## src/rtl/lpdpi_pkg.sv

```systemverilog
/*
  Shared constants, types and helper functions for the low-power DDR pin-side
  command and data interface model.
  Assumes a single system clock domain; every pin is synchronised before use.
*/
// Behaviour
// - Address and control captured at rising crossing only.
// - Data moves on both clock crossings.
// - Activate opens given row in chosen bank.
// - Read/write take start column and precharge flag.
// - Address bit ten requests auto precharge.
// - Mode set loads opcode from address pins.
// - Bank select bits pick the target bank.
// - Commands decoded only with chip select low.
// - Command from select and three strobes.
// - Masked write bytes are not stored.
// - Byte mask sampled on every strobe edge.
// - One mask per eight-bit data lane.
// - Data bus is sixteen or thirty-two bits; this model fixes DQ_WIDTH at 16.
// - Per-lane strobe, edge-aligned out, captures writes; here the lane 0 strobe captures writes for all lanes.
// - Clock enable low stops internal activity; here a running read still fetches ahead into the read buffer.
`default_nettype none

package lpdpi_pkg;

  // Data bus width; the wide part uses 32.
  localparam int DQ_WIDTH = 16;
  // One strobe and one mask per byte lane.
  localparam int LANES = DQ_WIDTH / 8;
  localparam int ADDR_WIDTH = 12;
  localparam int BANK_WIDTH = 2;
  localparam int NUM_BANKS = 4;
  // Width of beat counters; holds the longest burst.
  localparam int BEAT_W = 5;
  localparam int AUTO_PRECHARGE_BIT = 10;
  // Mode register fields.
  localparam int BL_LSB = 0;
  localparam int BL_W = 3;
  localparam int CL_LSB = 4;
  localparam int CL_W = 3;
  // Reset mode: burst of four, latency three.
  localparam logic [ADDR_WIDTH-1:0] MODE_RST = 12'h032;
  // Bank code that addresses the main mode register.
  localparam logic [BANK_WIDTH-1:0] MRS_BANK = 2'h0;
  // Burst length codes and their beat counts.
  localparam logic [BL_W-1:0] BL4_CODE = 3'h2;
  localparam logic [BL_W-1:0] BL8_CODE = 3'h3;
  localparam logic [BL_W-1:0] BL16_CODE = 3'h4;
  localparam logic [BEAT_W-1:0] BL2_BEATS = 5'h02;
  localparam logic [BEAT_W-1:0] BL4_BEATS = 5'h04;
  localparam logic [BEAT_W-1:0] BL8_BEATS = 5'h08;
  localparam logic [BEAT_W-1:0] BL16_BEATS = 5'h10;
  // Depth of the read data buffer.
  localparam int BUF_DEPTH = 2;

  // Command code is {row strobe, column strobe, write enable}, all low active.
  typedef enum logic [2:0] {
    CMD_MRS = 3'h0,
    CMD_REF = 3'h1,
    CMD_PRE = 3'h2,
    CMD_ACT = 3'h3,
    CMD_WR = 3'h4,
    CMD_RD = 3'h5,
    CMD_BST = 3'h6,
    CMD_NOP = 3'h7
  } lpdpi_cmd_t;

  // Access state of the data path.
  typedef enum logic [1:0] {ST_IDLE, ST_RD_WAIT, ST_RD_BURST, ST_WR_BURST} lpdpi_state_t;

  // All input pins, carried together through the synchroniser.
  typedef struct packed {
    logic ck;
    logic ck_n;
    logic cke;
    logic cs_n;
    logic ras_n;
    logic cas_n;
    logic we_n;
    logic [BANK_WIDTH-1:0] bank_select_bits;
    logic [ADDR_WIDTH-1:0] addr;
    logic [DQ_WIDTH-1:0] dq;
    logic [LANES-1:0] dqs;
    logic [LANES-1:0] write_byte_mask;
  } lpdpi_pins_t;

  // Beats of a burst from the mode field; unknown codes fall back to two.
  function automatic logic [BEAT_W-1:0] burst_beats(input logic [BL_W-1:0] code);
    case (code)
      BL4_CODE: return BL4_BEATS;
      BL8_CODE: return BL8_BEATS;
      BL16_CODE: return BL16_BEATS;
      default: return BL2_BEATS;
    endcase
  endfunction

  // Column of beat n: sequential order, wrapping inside the aligned burst block.
  function automatic logic [ADDR_WIDTH-1:0] burst_col(input logic [ADDR_WIDTH-1:0] base,
                                                      input logic [BEAT_W-1:0] n,
                                                      input logic [BEAT_W-1:0] len);
    logic [ADDR_WIDTH-1:0] m;
    m = {{(ADDR_WIDTH-BEAT_W){1'b0}}, len - 5'h01};
    return (base & ~m) | ((base + {{(ADDR_WIDTH-BEAT_W){1'b0}}, n}) & m);
  endfunction

endpackage

`default_nettype wire

```

## src/rtl/lpdpi_buf.sv

```systemverilog
/*
  Small valid/ready buffer whose width and depth are parameters.
  Assumes one clock; flush empties it at once and wins over a push.
*/
`default_nettype none

module lpdpi_buf #(
  parameter int WIDTH = 16,
  parameter int DEPTH = 2
) (
  input wire logic i_clk,
  input wire logic i_reset,
  input wire logic i_flush,
  input wire logic i_valid,
  output logic o_ready,
  input wire logic [WIDTH-1:0] i_data,
  output logic o_valid,
  input wire logic i_ready,
  output logic [WIDTH-1:0] o_data
);

  localparam int PW = (DEPTH > 1) ? $clog2(DEPTH) : 1;
  localparam int CW = $clog2(DEPTH + 1);
  localparam logic [PW-1:0] LAST = PW'(DEPTH - 1);

  // Storage entries and pointers.
  logic [WIDTH-1:0] mem_q [DEPTH];
  logic [PW-1:0] wp_q, wp_d, rp_q, rp_d;
  // Fill level; full and empty come straight from it, so they never lie.
  logic [CW-1:0] cnt_q, cnt_d;
  logic push, pop;

  assign o_ready = cnt_q != CW'(DEPTH);
  assign o_valid = cnt_q != '0;
  assign o_data = mem_q[rp_q];
  assign push = i_valid && o_ready;
  assign pop = o_valid && i_ready;

  // Next pointer and fill values.
  always_comb begin
    wp_d = wp_q;
    rp_d = rp_q;
    cnt_d = cnt_q;
    if (push) begin
      wp_d = (wp_q == LAST) ? '0 : wp_q + PW'(1);
    end
    if (pop) begin
      rp_d = (rp_q == LAST) ? '0 : rp_q + PW'(1);
    end
    case ({push, pop})
      2'b10: cnt_d = cnt_q + CW'(1);
      2'b01: cnt_d = cnt_q - CW'(1);
      default: cnt_d = cnt_q;
    endcase
    // A flush drops everything, including a word offered in the same cycle.
    if (i_flush) begin
      wp_d = '0;
      rp_d = '0;
      cnt_d = '0;
    end
  end

  // Pointer registers.
  always_ff @(posedge i_clk) begin
    if (i_reset) begin
      wp_q <= '0;
      rp_q <= '0;
      cnt_q <= '0;
    end else begin
      wp_q <= wp_d;
      rp_q <= rp_d;
      cnt_q <= cnt_d;
    end
  end

  // Entry storage; needs no reset because the fill level guards it.
  always_ff @(posedge i_clk) begin
    if (push) begin
      mem_q[wp_q] <= i_data;
    end
  end

endmodule

`default_nettype wire

```

## src/rtl/lpdpi_top.sv

```systemverilog
/*
  Memory-side model of a low-power DDR command, address and data pin interface:
  command decode, bank rows, mode register, masked writes and buffered reads.
  Assumes the controller clock and strobes are slow against I_MCLK (several
  system cycles per half period), and that two-way pins are resolved outside.
*/
`default_nettype none

module lpdpi_top
  import lpdpi_pkg::*;
#(
  parameter int ROW_IDX_BITS = 2,
  parameter int COL_IDX_BITS = 4
) (
  input wire logic I_MCLK,
  input wire logic I_RESET,
  input wire logic I_CK,
  input wire logic I_CK_N,
  input wire logic I_CKE,
  input wire logic I_CS_N,
  input wire logic I_RAS_N,
  input wire logic I_CAS_N,
  input wire logic I_WE_N,
  input wire logic [BANK_WIDTH-1:0] I_BANK_SELECT_BITS,
  input wire logic [ADDR_WIDTH-1:0] I_ADDR,
  input wire logic [DQ_WIDTH-1:0] I_DQ,
  output logic [DQ_WIDTH-1:0] O_DQ,
  output logic O_DQ_OE,
  input wire logic [LANES-1:0] I_DQS,
  output logic [LANES-1:0] O_DQS,
  output logic [LANES-1:0] O_DQS_OE,
  input wire logic [LANES-1:0] I_WRITE_BYTE_MASK,
  output logic O_POWER_DOWN,
  output logic [NUM_BANKS-1:0] O_BANK_OPEN
);

  // Storage index is {bank, low row bits, low column bits}.
  localparam int IDX_W = BANK_WIDTH + ROW_IDX_BITS + COL_IDX_BITS;
  localparam int MEM_DEPTH = 1 << IDX_W;

  // Pin vector and its three synchroniser stages.
  lpdpi_pins_t pins_in, s1_q, s2_q, s3_q;
  // Filtered levels {strobe lane 0, clock enable, clock low leg, clock high leg}.
  logic [3:0] lvl_q, lvl_d;
  logic [3:0] raw2, raw3;
  // Crossing and strobe events, already gated by clock enable.
  logic ck_rise, ck_fall, crossing, dqs_edge;
  // Decoded command of this rising crossing.
  lpdpi_cmd_t cmd;
  logic cmd_ok;

  // Control state.
  lpdpi_state_t st_q, st_d;
  logic [NUM_BANKS-1:0] bank_open_q, bank_open_d;
  logic [ADDR_WIDTH-1:0] bank_row_q [NUM_BANKS];
  logic [ADDR_WIDTH-1:0] bank_row_d [NUM_BANKS];
  logic [ADDR_WIDTH-1:0] mode_q, mode_d;
  logic [BANK_WIDTH-1:0] cur_bank_q, cur_bank_d;
  logic [ADDR_WIDTH-1:0] col_q, col_d;
  logic ap_q, ap_d;
  // Counts latency clocks on reads and beats on writes.
  logic [BEAT_W-1:0] cnt_q, cnt_d;
  // Words fetched into the buffer and words sent out.
  logic [BEAT_W-1:0] push_q, push_d, pop_q, pop_d;
  logic [DQ_WIDTH-1:0] dq_q, dq_d;
  logic dqs_q, dqs_d, oe_q, oe_d, pd_q, pd_d;
  logic close_cur, flush;

  // Burst figures from the mode register.
  logic [BEAT_W-1:0] bl, cl;
  logic go;
  // Storage addressing and buffer handshake.
  logic [IDX_W-1:0] wr_idx, rd_idx;
  logic [ADDR_WIDTH-1:0] cur_row, wr_col, rd_col;
  logic wr_beat;
  logic [DQ_WIDTH-1:0] rd_word, pop_data;
  logic push_valid, push_ready, pop_valid, pop_ready;

  assign pins_in = '{ck: I_CK, ck_n: I_CK_N, cke: I_CKE, cs_n: I_CS_N, ras_n: I_RAS_N,
                     cas_n: I_CAS_N, we_n: I_WE_N, bank_select_bits: I_BANK_SELECT_BITS,
                     addr: I_ADDR, dq: I_DQ, dqs: I_DQS, write_byte_mask: I_WRITE_BYTE_MASK};

  // Three-stage synchroniser; the first stage feeds only the second.
  always_ff @(posedge I_MCLK) begin
    if (I_RESET) begin
      s1_q <= '0;
      s2_q <= '0;
      s3_q <= '0;
      lvl_q <= '0;
    end else begin
      s1_q <= pins_in;
      s2_q <= s1_q;
      s3_q <= s2_q;
      lvl_q <= lvl_d;
    end
  end

  assign raw2 = {s2_q.dqs[0], s2_q.cke, s2_q.ck_n, s2_q.ck};
  assign raw3 = {s3_q.dqs[0], s3_q.cke, s3_q.ck_n, s3_q.ck};

  // A level only moves once stages two and three agree, which rejects glitches.
  always_comb begin
    for (int i = 0; i < 4; i++) begin
      lvl_d[i] = (raw2[i] == raw3[i]) ? raw3[i] : lvl_q[i];
    end
  end

  // rising crossing detect.
  // The crossing needs both legs: true clock high and complement low.
  // Clock enable must already have been high, so no crossing is invented while the filter refills after reset.
  assign ck_rise = lvl_d[0] && !lvl_d[1] && !(lvl_q[0] && !lvl_q[1]) && lvl_d[2] && lvl_q[2];
  assign ck_fall = !lvl_d[0] && lvl_d[1] && !(!lvl_q[0] && lvl_q[1]) && lvl_d[2] && lvl_q[2];
  assign crossing = ck_rise || ck_fall;
  // strobe edges capture writes.
  // Lane 0 strobe paces all lanes; lanes are assumed to be sent together.
  assign dqs_edge = (lvl_d[3] != lvl_q[3]) && lvl_d[2];

  assign cmd = lpdpi_cmd_t'({s3_q.ras_n, s3_q.cas_n, s3_q.we_n});
  assign cmd_ok = ck_rise && !s3_q.cs_n;

  assign bl = burst_beats(mode_q[BL_LSB +: BL_W]);
  assign cl = {{(BEAT_W-CL_W){1'b0}}, mode_q[CL_LSB +: CL_W]};
  assign cur_row = bank_row_q[cur_bank_q];

  // start column selects location.
  // A function result cannot be sliced directly, so the full columns are named first.
  assign wr_col = burst_col(col_q, cnt_q, bl);
  assign rd_col = burst_col(col_q, push_q, bl);
  assign wr_idx = {cur_bank_q, cur_row[ROW_IDX_BITS-1:0], wr_col[COL_IDX_BITS-1:0]};
  assign rd_idx = {cur_bank_q, cur_row[ROW_IDX_BITS-1:0], rd_col[COL_IDX_BITS-1:0]};
  // mask taken on every strobe edge.
  assign wr_beat = (st_q == ST_WR_BURST) && dqs_edge;

  // Reads are fetched ahead while the buffer has room; a full buffer stalls the fetch.
  assign push_valid = ((st_q == ST_RD_WAIT) || (st_q == ST_RD_BURST)) && (push_q < bl);
  // The first beat leaves at the rising crossing that ends the latency.
  assign go = (st_q == ST_RD_WAIT) && ck_rise && (cnt_q == cl - 5'h01);
  assign pop_ready = crossing && (pop_q < bl) && ((st_q == ST_RD_BURST) || go);

  // Per-lane storage, one byte array per lane.
  for (genvar l = 0; l < LANES; l++) begin : g_lane
    logic [7:0] mem_q [MEM_DEPTH];
    logic [7:0] old_q;
    logic [IDX_W-1:0] idx_q;

    always_ff @(posedge I_MCLK) begin
      if (wr_beat && !s3_q.write_byte_mask[l]) begin
        mem_q[wr_idx] <= s3_q.dq[l*8 +: 8];
      end
    end

    assign rd_word[l*8 +: 8] = mem_q[rd_idx];

    // Snapshot of the addressed byte, read only by the check below.
    always_ff @(posedge I_MCLK) begin
      old_q <= mem_q[wr_idx];
      idx_q <= wr_idx;
    end

  end

  // Read data buffer between storage fetch and the pins.
  lpdpi_buf #(
    .WIDTH(DQ_WIDTH),
    .DEPTH(BUF_DEPTH)
  ) u_buf (
    .i_clk(I_MCLK),
    .i_reset(I_RESET),
    .i_flush(flush),
    .i_valid(push_valid),
    .o_ready(push_ready),
    .i_data(rd_word),
    .o_valid(pop_valid),
    .i_ready(pop_ready),
    .o_data(pop_data)
  );

  // Next values for the access state, bank table and output pins.
  always_comb begin
    st_d = st_q;
    bank_open_d = bank_open_q;
    bank_row_d = bank_row_q;
    mode_d = mode_q;
    cur_bank_d = cur_bank_q;
    col_d = col_q;
    ap_d = ap_q;
    cnt_d = cnt_q;
    push_d = push_q;
    pop_d = pop_q;
    dq_d = dq_q;
    dqs_d = dqs_q;
    oe_d = oe_q;
    close_cur = 1'b0;
    flush = 1'b0;
    pd_d = !lvl_d[2];
    if (push_valid && push_ready) begin
      push_d = push_q + 5'h01;
    end
    case (st_q)
      ST_RD_WAIT: begin
        if (ck_rise) begin
          cnt_d = cnt_q + 5'h01;
        end
      end
      ST_RD_BURST: begin
        // One crossing after the last beat the bus is released.
        if (crossing && (pop_q == bl)) begin
          oe_d = 1'b0;
          st_d = ST_IDLE;
          close_cur = ap_q;
        end
      end
      ST_WR_BURST: begin
        if (wr_beat) begin
          cnt_d = cnt_q + 5'h01;
          if (cnt_q == bl - 5'h01) begin
            st_d = ST_IDLE;
            close_cur = ap_q;
          end
        end
      end
      default: begin
      end
    endcase
    if (pop_ready && pop_valid) begin
      dq_d = pop_data;
      dqs_d = ck_rise;
      oe_d = 1'b1;
      pop_d = pop_q + 5'h01;
      st_d = ST_RD_BURST;
    end
    if (close_cur) begin
      bank_open_d[cur_bank_q] = 1'b0;
    end
    // A new command overrides whatever the running burst asked for.
    if (cmd_ok) begin
      case (cmd)
        CMD_ACT: begin
          bank_open_d[s3_q.bank_select_bits] = 1'b1;
          bank_row_d[s3_q.bank_select_bits] = s3_q.addr;
        end
        CMD_PRE: begin
          // Address bit ten widens a precharge to all banks.
          if (s3_q.addr[AUTO_PRECHARGE_BIT]) begin
            bank_open_d = '0;
          end else begin
            bank_open_d[s3_q.bank_select_bits] = 1'b0;
          end
        end
        CMD_RD, CMD_WR: begin
          cur_bank_d = s3_q.bank_select_bits;
          col_d = s3_q.addr;
          ap_d = s3_q.addr[AUTO_PRECHARGE_BIT];
          cnt_d = '0;
          push_d = '0;
          pop_d = '0;
          oe_d = 1'b0;
          flush = 1'b1;
          st_d = (cmd == CMD_RD) ? ST_RD_WAIT : ST_WR_BURST;
        end
        CMD_BST: begin
          // Terminate the burst without closing the row.
          st_d = ST_IDLE;
          oe_d = 1'b0;
          flush = 1'b1;
        end
        CMD_MRS: begin
          if (s3_q.bank_select_bits == MRS_BANK) begin
            mode_d = s3_q.addr;
          end
        end
        default: begin
          // Refresh and no-operation leave this interface unchanged.
        end
      endcase
    end
  end

  // Registers of the access state; every control bit has a reset value.
  always_ff @(posedge I_MCLK) begin
    if (I_RESET) begin
      st_q <= ST_IDLE;
      bank_open_q <= '0;
      mode_q <= MODE_RST;
      cur_bank_q <= '0;
      col_q <= '0;
      ap_q <= 1'b0;
      cnt_q <= '0;
      push_q <= '0;
      pop_q <= '0;
      dq_q <= '0;
      dqs_q <= 1'b0;
      oe_q <= 1'b0;
      pd_q <= 1'b1;
      for (int b = 0; b < NUM_BANKS; b++) begin
        bank_row_q[b] <= '0;
      end
    end else begin
      st_q <= st_d;
      bank_open_q <= bank_open_d;
      mode_q <= mode_d;
      cur_bank_q <= cur_bank_d;
      col_q <= col_d;
      ap_q <= ap_d;
      cnt_q <= cnt_d;
      push_q <= push_d;
      pop_q <= pop_d;
      dq_q <= dq_d;
      dqs_q <= dqs_d;
      oe_q <= oe_d;
      pd_q <= pd_d;
      bank_row_q <= bank_row_d;
    end
  end

  assign O_DQ = dq_q;
  assign O_DQ_OE = oe_q;
  assign O_DQS = {LANES{dqs_q}};
  assign O_DQS_OE = {LANES{oe_q}};
  assign O_POWER_DOWN = pd_q;
  assign O_BANK_OPEN = bank_open_q;
endmodule

`default_nettype wire

```

## config.mk

```make
export PLATFORM = sky130hd
export DESIGN_NAME = lpdpi_top
export DESIGN_NICKNAME = d
export VERILOG_FILES = /design/src/rtl/lpdpi_pkg.sv /design/src/rtl/lpdpi_buf.sv /design/src/rtl/lpdpi_top.sv
export SDC_FILE = /design/constraint.sdc
export NUM_CORES = 2
export LEC_CHECK = 0
export BUFFER_PORTS_ARGS = -buffer_cell sky130_fd_sc_hd__buf_2
export CAP_MARGIN = 25
export CORE_UTILIZATION = 53
export DETAILED_ROUTE_END_ITERATION = 16
export HOLD_SLACK_MARGIN = 0.12
export PLACE_DENSITY = 0.65
export SYNTH_ARGS = -nofsm -noshare
export SYNTH_HDL_FRONTEND = slang
export SYNTH_MEMORY_MAX_BITS = 65536
export SYNTH_SLANG_ARGS = --single-unit
```

## constraint.sdc

```tcl
create_clock -name I_MCLK -period 4.8 [get_ports I_MCLK]
set_clock_uncertainty 0.1 [all_clocks]
set_input_delay 0.72 -clock I_MCLK [delete_from_list [all_inputs] [get_ports I_MCLK]]
set_output_delay 0.72 -clock I_MCLK [all_outputs]
set_load 0.005 [all_outputs]
```

; Word-level counts from Yosys, hierarchy flattened
; Memory sizes are Yosys's and may differ from the RTL's. A register that Yosys moved wholly into a read port is not among the register bits.
; Index checks and enable logic that the tools add are counted.
; Widths: inputs -> output; s select.
[totals]
regBits = 214
ramBits = 4128
input_bits = 43
output_inout_bits = 26
wordCells = 221
memories = 3
[op_classes]
n_addsub = 11
n_lt_le_gt_ge = 9
eq_ne = 22
n_mux = 58
n_bitwise = 13
reduce_logical = 49
[mem_list]
columns = memory, words, word_bits, rd, rd_clocked_by_memory_dff, write_ports, line
row1 = g_lane[0].mem_q, 256, 8, 1, 0, 1, lpdpi_top.sv:142  ; logic [7:0] mem_q [MEM_DEPTH];
row2 = g_lane[1].mem_q, 256, 8, 1, 0, 1, lpdpi_top.sv:142
row3 = u_buf.mem_q, 2, 16, 1, 1, 1, lpdpi_buf.sv:27  ; logic [WIDTH-1:0] mem_q [DEPTH];
[ops]
columns = cell, count
row1 = $mux 5, 10
row2 = $bwmux 48, 1
row3 = $logic_and 1x1->1, 26
row4 = $bmux 12 s2, 1
row5 = $demux 12 s2, 1
row6 = $mux 1, 24
row7 = $and 4x4->4, 5
row8 = $mux 2, 8
row9 = $add 5x1->5 const B, 3
row10 = $eq 5x5->1, 3
row11 = $pmux 5 s3, 1
row12 = $eq 3x2->1 const B, 4
row13 = $eq 3x3->1 const B, 4
row14 = $mux 12, 1
row15 = $mux 4, 3
row16 = $not 4->4, 3
row17 = $or 4x4->4, 3
row18 = $pmux 2 s2, 3
row19 = $logic_not 1->1, 10
row20 = $lt 5x5->1, 2
row21 = $pmux 5 s2, 1
row22 = $add 4x4->4, 2
row23 = $pmux 4 s2, 1
row24 = $eq 2x2->1 const B, 3
row25 = other kinds (24), 39

; Depth between registers and ports, before layout
[depth]
word_depth = 16
depth_mapped = 19
depth_no_buf = 16

; By module
; A second synthesis with hierarchy kept.
[unflattened]
cells_unflattened = 10668
hier_area_um2 = 168121.2
[by_module_without_submodules]
columns = module, instances, cells_per_inst, area_each_um2, seq_area_each_um2
row1 = lpdpi_top, 1, 10593, 166741.2, 126461.3
row2 = lpdpi_buf, 1, 75, 1380.1, 1061.0

; Worst setup path before layout
; No wires, ideal clock.
[synth_path]
kind = reg2reg
start = register s3_q[4] (netlist bit)
end = memory g_lane[0].mem_q[0][0] (data pin)
setup_ns = 0.852
t_arrival_ns = 3.382
required_ns = 3.848
setup_slack_ns = 0.466
path_stages_with_launch = 1
n_path_buf = 0
synth_period_minus_slack_ns = 4.334
cell_sequence = dfxtp_1
[synth_lines]
columns = item, line
row1 = "start, declared", lpdpi_top.sv:42  ; lpdpi_pins_t pins_in, s1_q, s2_q, s3_q;
row2 = "start signal, assigned", lpdpi_top.sv:93  ; s3_q <= s2_q;
row3 = "end, declared", lpdpi_top.sv:142
; No word-level cell before the write port.

; Final worst setup path
[layout_path]
start = register col_q[0]
end = memory u_buf.mem_q[0][5] (data pin)
[layout_via]
elab_chain_cells = 4
word_cells_on_any_way = 5
classes_between = add/sub: 1 / bitwise: 3 / memory: 1
[layout_lines]
columns = item, line
row1 = "start, declared", lpdpi_top.sv:59  ; logic [ADDR_WIDTH-1:0] col_q, col_d;
row2 = "start signal, assigned", lpdpi_top.sv:303  ; col_q <= col_d;
row3 = $add 4x4->4, lpdpi_pkg.sv:103  ; return (base & ~m) | ((base + {{(ADDR_WIDTH-BEAT_W){1'b0}}, n}) & m);
row4 = $and 4x4->4, lpdpi_pkg.sv:103
row5 = $or 4x4->4 (*), lpdpi_pkg.sv:103
row6 = $mem_v2 256x8 (*), -
row7 = via rd_word[5], lpdpi_top.sv:76  ; logic [DQ_WIDTH-1:0] rd_word, pop_data;
row8 = "end, declared", lpdpi_buf.sv:27
; The timed path passes the listed nets; every way through them passes the cells marked *.

==> Flow_metrics.wiki <==
{| class="wikitable"
! Metric !! Value
|-
| Result of the run || finished, final reports clean
|-
| Number of antenna violations at the first check in global routing || 37
|-
| Library cell used as clock root buffer || clkbuf_16
|-
| Aggregate routed wire length || around 530000 microns
|-
| Unrepaired setup endpoints after global routing || false
|-
| I/O pins || just under 70
|-
| Unique masters post-synth || 94
|-
| FF-to-FF Start || col_q[0]
|-
| Beginning of the worst hold path || I_RESET
|-
| Worst setup EP type || flip-flop
|-
| Layout overhead on the synthesized area || 16.4%
|-
| Delay of the slowest cell on the worst path || 500 ps
|-
| Number of H-tree levels || 5
|-
| First-pass iteration count of the detailed router || 8
|-
| Category of cells accounting for the largest share of critical-path delay || simple AND/OR/NAND/NOR gates
|-
| Total Nets Final || between 10000 and 15000
|-
| Top_reg_cell synth || edfxtp_1
|-
| Routed via count divided by cell count || about 6.5
|-
| Share of flip-flops with an asynchronous set or reset || 0
|-
| Clk_lat worst skew || just over 1000 ps
|-
| Areal power density over the cells || between 300 and 400 nW/um^2
|-
| Startpoint of the most critical setup path || col_q[0]
|-
| Syn Inst Count || around 11000
|-
| Count of antenna-violating nets left after detailed routing || 0
|-
| Core Box Area || about 320000 sq um
|-
| Half-perimeter wire length after detailed placement || 333000 microns
|-
| DIE HEIGHT || 567 microns
|-
| Wire length on met2 || around 240000 microns
|-
| Final number of setup-violating endpoints || 0
|-
| Vias in the first global route || 102000
|-
| Global-route wire length before repair || about 750000 microns
|-
| Met3 wire len || 66300 microns
|-
| Netlist Area Pre-Place || around 170000 sq um
|-
| Fraction of final layout cells with drive strength greater than 1 || 0.185
|-
| Worst hold-check path type || input port to flip-flop
|-
| Final period demand of the worst path || roughly 4800 ps
|-
| Tot GR Track Use || 0.326
|-
| Flop2flop setup slack || around 13 ps
|-
| Std-Cell Rows || a little over 200
|-
| Cell types occupying the most area after synthesis || edfxtp_1 73%, mux4_2 4.1%, nand2_1 3.8%, mux2i_1 3.5%, dfxtp_1 2.1%
|-
| RR Endpoint || u_buf.mem_q[0][5]
|-
| Total clock buffers created by CTS || approximately 420
|-
| Worst vdd rail ir drop || about 0.46 mV
|-
| Arrival time worst endpoint || 5400 ps
|-
| Endpoints failing hold || 0
|-
| Chip Width || about 570 microns
|-
| Buf+Inv Stages, Crit Path || 3
|-
| Synthesized netlist net count || ~11000
|-
| Worst rel slew slack || 0.143
|-
| CP Launch Type || flip-flop
|-
| Critical path class || flip-flop to flip-flop
|-
| Top layer used by detailed routing || met5
|-
| Max capacitance violation total || 0
|-
| Total power || 0.0748 W
|-
| Die footprint || 321000 sq um
|-
| Leakage power of the design || 65.5 nW
|-
| Starting utilization of the core area || 0.535
|-
| Most common cell on crit path || buf_4
|-
| Count of placed standard cells in the final layout, fillers left out || between 15000 and 20000
|-
| Number of flip-flops and latches in the synthesized netlist || 4305
|-
| Number of buffer cells added on primary ports || 63
|-
| Total grt overflow || 0
|-
| CTS max path bufs || 4
|-
| Worst Setup EP || u_buf.mem_q[0][5]
|-
| Share of the cycle needed by the critical path after routing || 0.997
|-
| Pins Over Slew Limit || 0
|-
| Share of the yosys chip area belonging to registers || 0.754
|-
| Detailed-route wire length per cell || roughly 33 microns
|-
| Critical path's slowest cell || a2111oi_0
|-
| Critical path cell sequence || ha_4, inv_1, fa_1, xnor2_1, a32o_2, buf_4, nor3_2, buf_4, a32oi_1, and3_1, a2111oi_0, nand4_1, and4_1
|-
| Critical Path Stages || 13
|-
| Weighted congestion reported at the end of routability-driven placement || ~0.94
|-
| Leading cell types in the layout, fill and taps excluded || 4128 x edfxtp_1, 1711 x nand2_1, 959 x buf_4
|-
| Fraction of synthesized cell area taken by the top area cell type || 0.733
|-
| Leading cell type in the layout, fill and taps excluded || edfxtp_1
|-
| Number of clock sinks || about 4300
|-
| Max Clk Rate || 209 MHz
|-
| Transition time of the tightest slew-check pin || roughly 1300 ps
|-
| Data required, critical path || between 5000 and 6000 ps
|-
| Pin count of the biggest net entering global routing || roughly 190
|-
| Average footprint of a synthesized cell || ~16 sq um
|-
| Detailed router's first-iteration violation count || 15800
|-
| Leading area contributor after synthesis || edfxtp_1
|-
| Number of cells on the worst reg-to-reg path || 13
|-
| Max FO, Critical Path || 15
|-
| CTS tree || built
|-
| Clock slew at the register clock pins of the worst setup and hold paths || 60 ps
|-
| DRC Markers || 0
|-
| Number of flops mapped to enable cells by yosys || between 4000 and 5000
|-
| M1 WL || ~200000 microns
|-
| Yosys warning count || 0
|-
| Total via count after detailed routing || 106000
|-
| Number of placed instances with taps included || approximately 15000
|}
## cells by family after synthesis
group	Yosys count	synth area share
XOR/XNOR	22	0.00114
AO/OA/AOI/OAI	1370	0.0570
adder cells (fa/ha/maj)	24	0.00185
buffers and inverters	762	0.0214
multiplexers	923	0.0775
AND/OR/NAND/NOR	3372	0.0868
flip-flops	4305	0.754
## cells in the mapped netlist (48+ instances only)
| cell | number |
|---|---|
| and3_1 | 150 |
| buf_2 | 319 |
| a21oi_1 | 260 |
| mux4_2 | 306 |
| edfxtp_1 | 4128 |
| nand2_1 | 1730 |
| a32oi_1 | 194 |
| a311oi_1 | 94 |
| nor2b_1 | 116 |
| clkbuf_1 | 242 |
| nand4_1 | 75 |
| a211oi_1 | 159 |
| a31oi_1 | 113 |
| mux2i_1 | 592 |
| nand3_1 | 443 |
| buf_4 | 79 |
| dfxtp_1 | 177 |
| o21ai_0 | 148 |
| nor4_1 | 63 |
| nor3_1 | 48 |
| o22ai_1 | 117 |
| nor2_1 | 650 |
| buf_1 | 87 |
## routing by layer
| layer | up-vias | track usage |
|---|---|---|
| li1 | 43600 | - |
| met1 | 53400 | 0.443 |
| met2 | 7428 | 0.491 |
| met3 | 1311 | 0.0791 |
| met4 | 2 | 0.171 |
| met5 | - | 0 |
## state kept, by name (all words and copies together) (netlist names), 3 cells and up
name	flops
O_DQ	16
cnt_q	5
s1_q	36
raw3	4
col_q	4
pop_q	5
g_lane.mem_q	4096
s2_q	32
raw2	4
s3_q	29
push_q	5
bank_row_q	8
cmd	3
u_buf.mem_q	32
O_BANK_OPEN	4
lvl_q	4
mode_q	6
## metrics by stage
stage | utilization | hold WS, ps | worst slack, ps | TNS (ps) | area, sq um
3_5_place_dp | 0.576 | 329 | -200 | -515 | 182000
5_1_grt | 0.622 | 176 | 1.35 | 0 | 197000
2_1_floorplan | - | 314 | 466 | 0 | 169000
6_report | 0.622 | 184 | 12.8 | 0 | 197000
4_1_cts | 0.622 | 133 | 13.8 | 0 | 196000
3_3_place_gp | 0.576 | 317 | -528 | -5680 | 182000
## area by class of cell
type,count,area [sq um]
diodes,32,80.1
clock buffers,509,11000
clock inverters,269,2990
fillers,22600,119000
inverters,27,106
multi-input cells,5711,38400
flip-flops and latches,4305,128000
well taps,4160,5200
repair buffers,1233,11300
## where the power goes
part	switching (W)	internal, W
Combinational	0.000287	0.0000732
Clock	0.0144	0.0191
Sequential	0.0000890	0.0408
## what timing repair did
item,in CTS,in global routing
hold buffers,36,0
hold endpoints to repair,36,0
setup endpoints to repair,9,18
setup buffers,5,0
pin swaps,1,1
resized for setup,3,17
## how the worst min path moves through the flow
stage	end	slack, ps	cells after the start
global placement	s3_q[16]	320	1
global route	O_DQ[5]	180	2
CTS	O_DQ[13]	130	2
detailed placement	s2_q[20]	330	1
floorplan	cmd[0]	310	1
finish	O_DQ[2]	180	2
(Power assumes the default switching activity.)
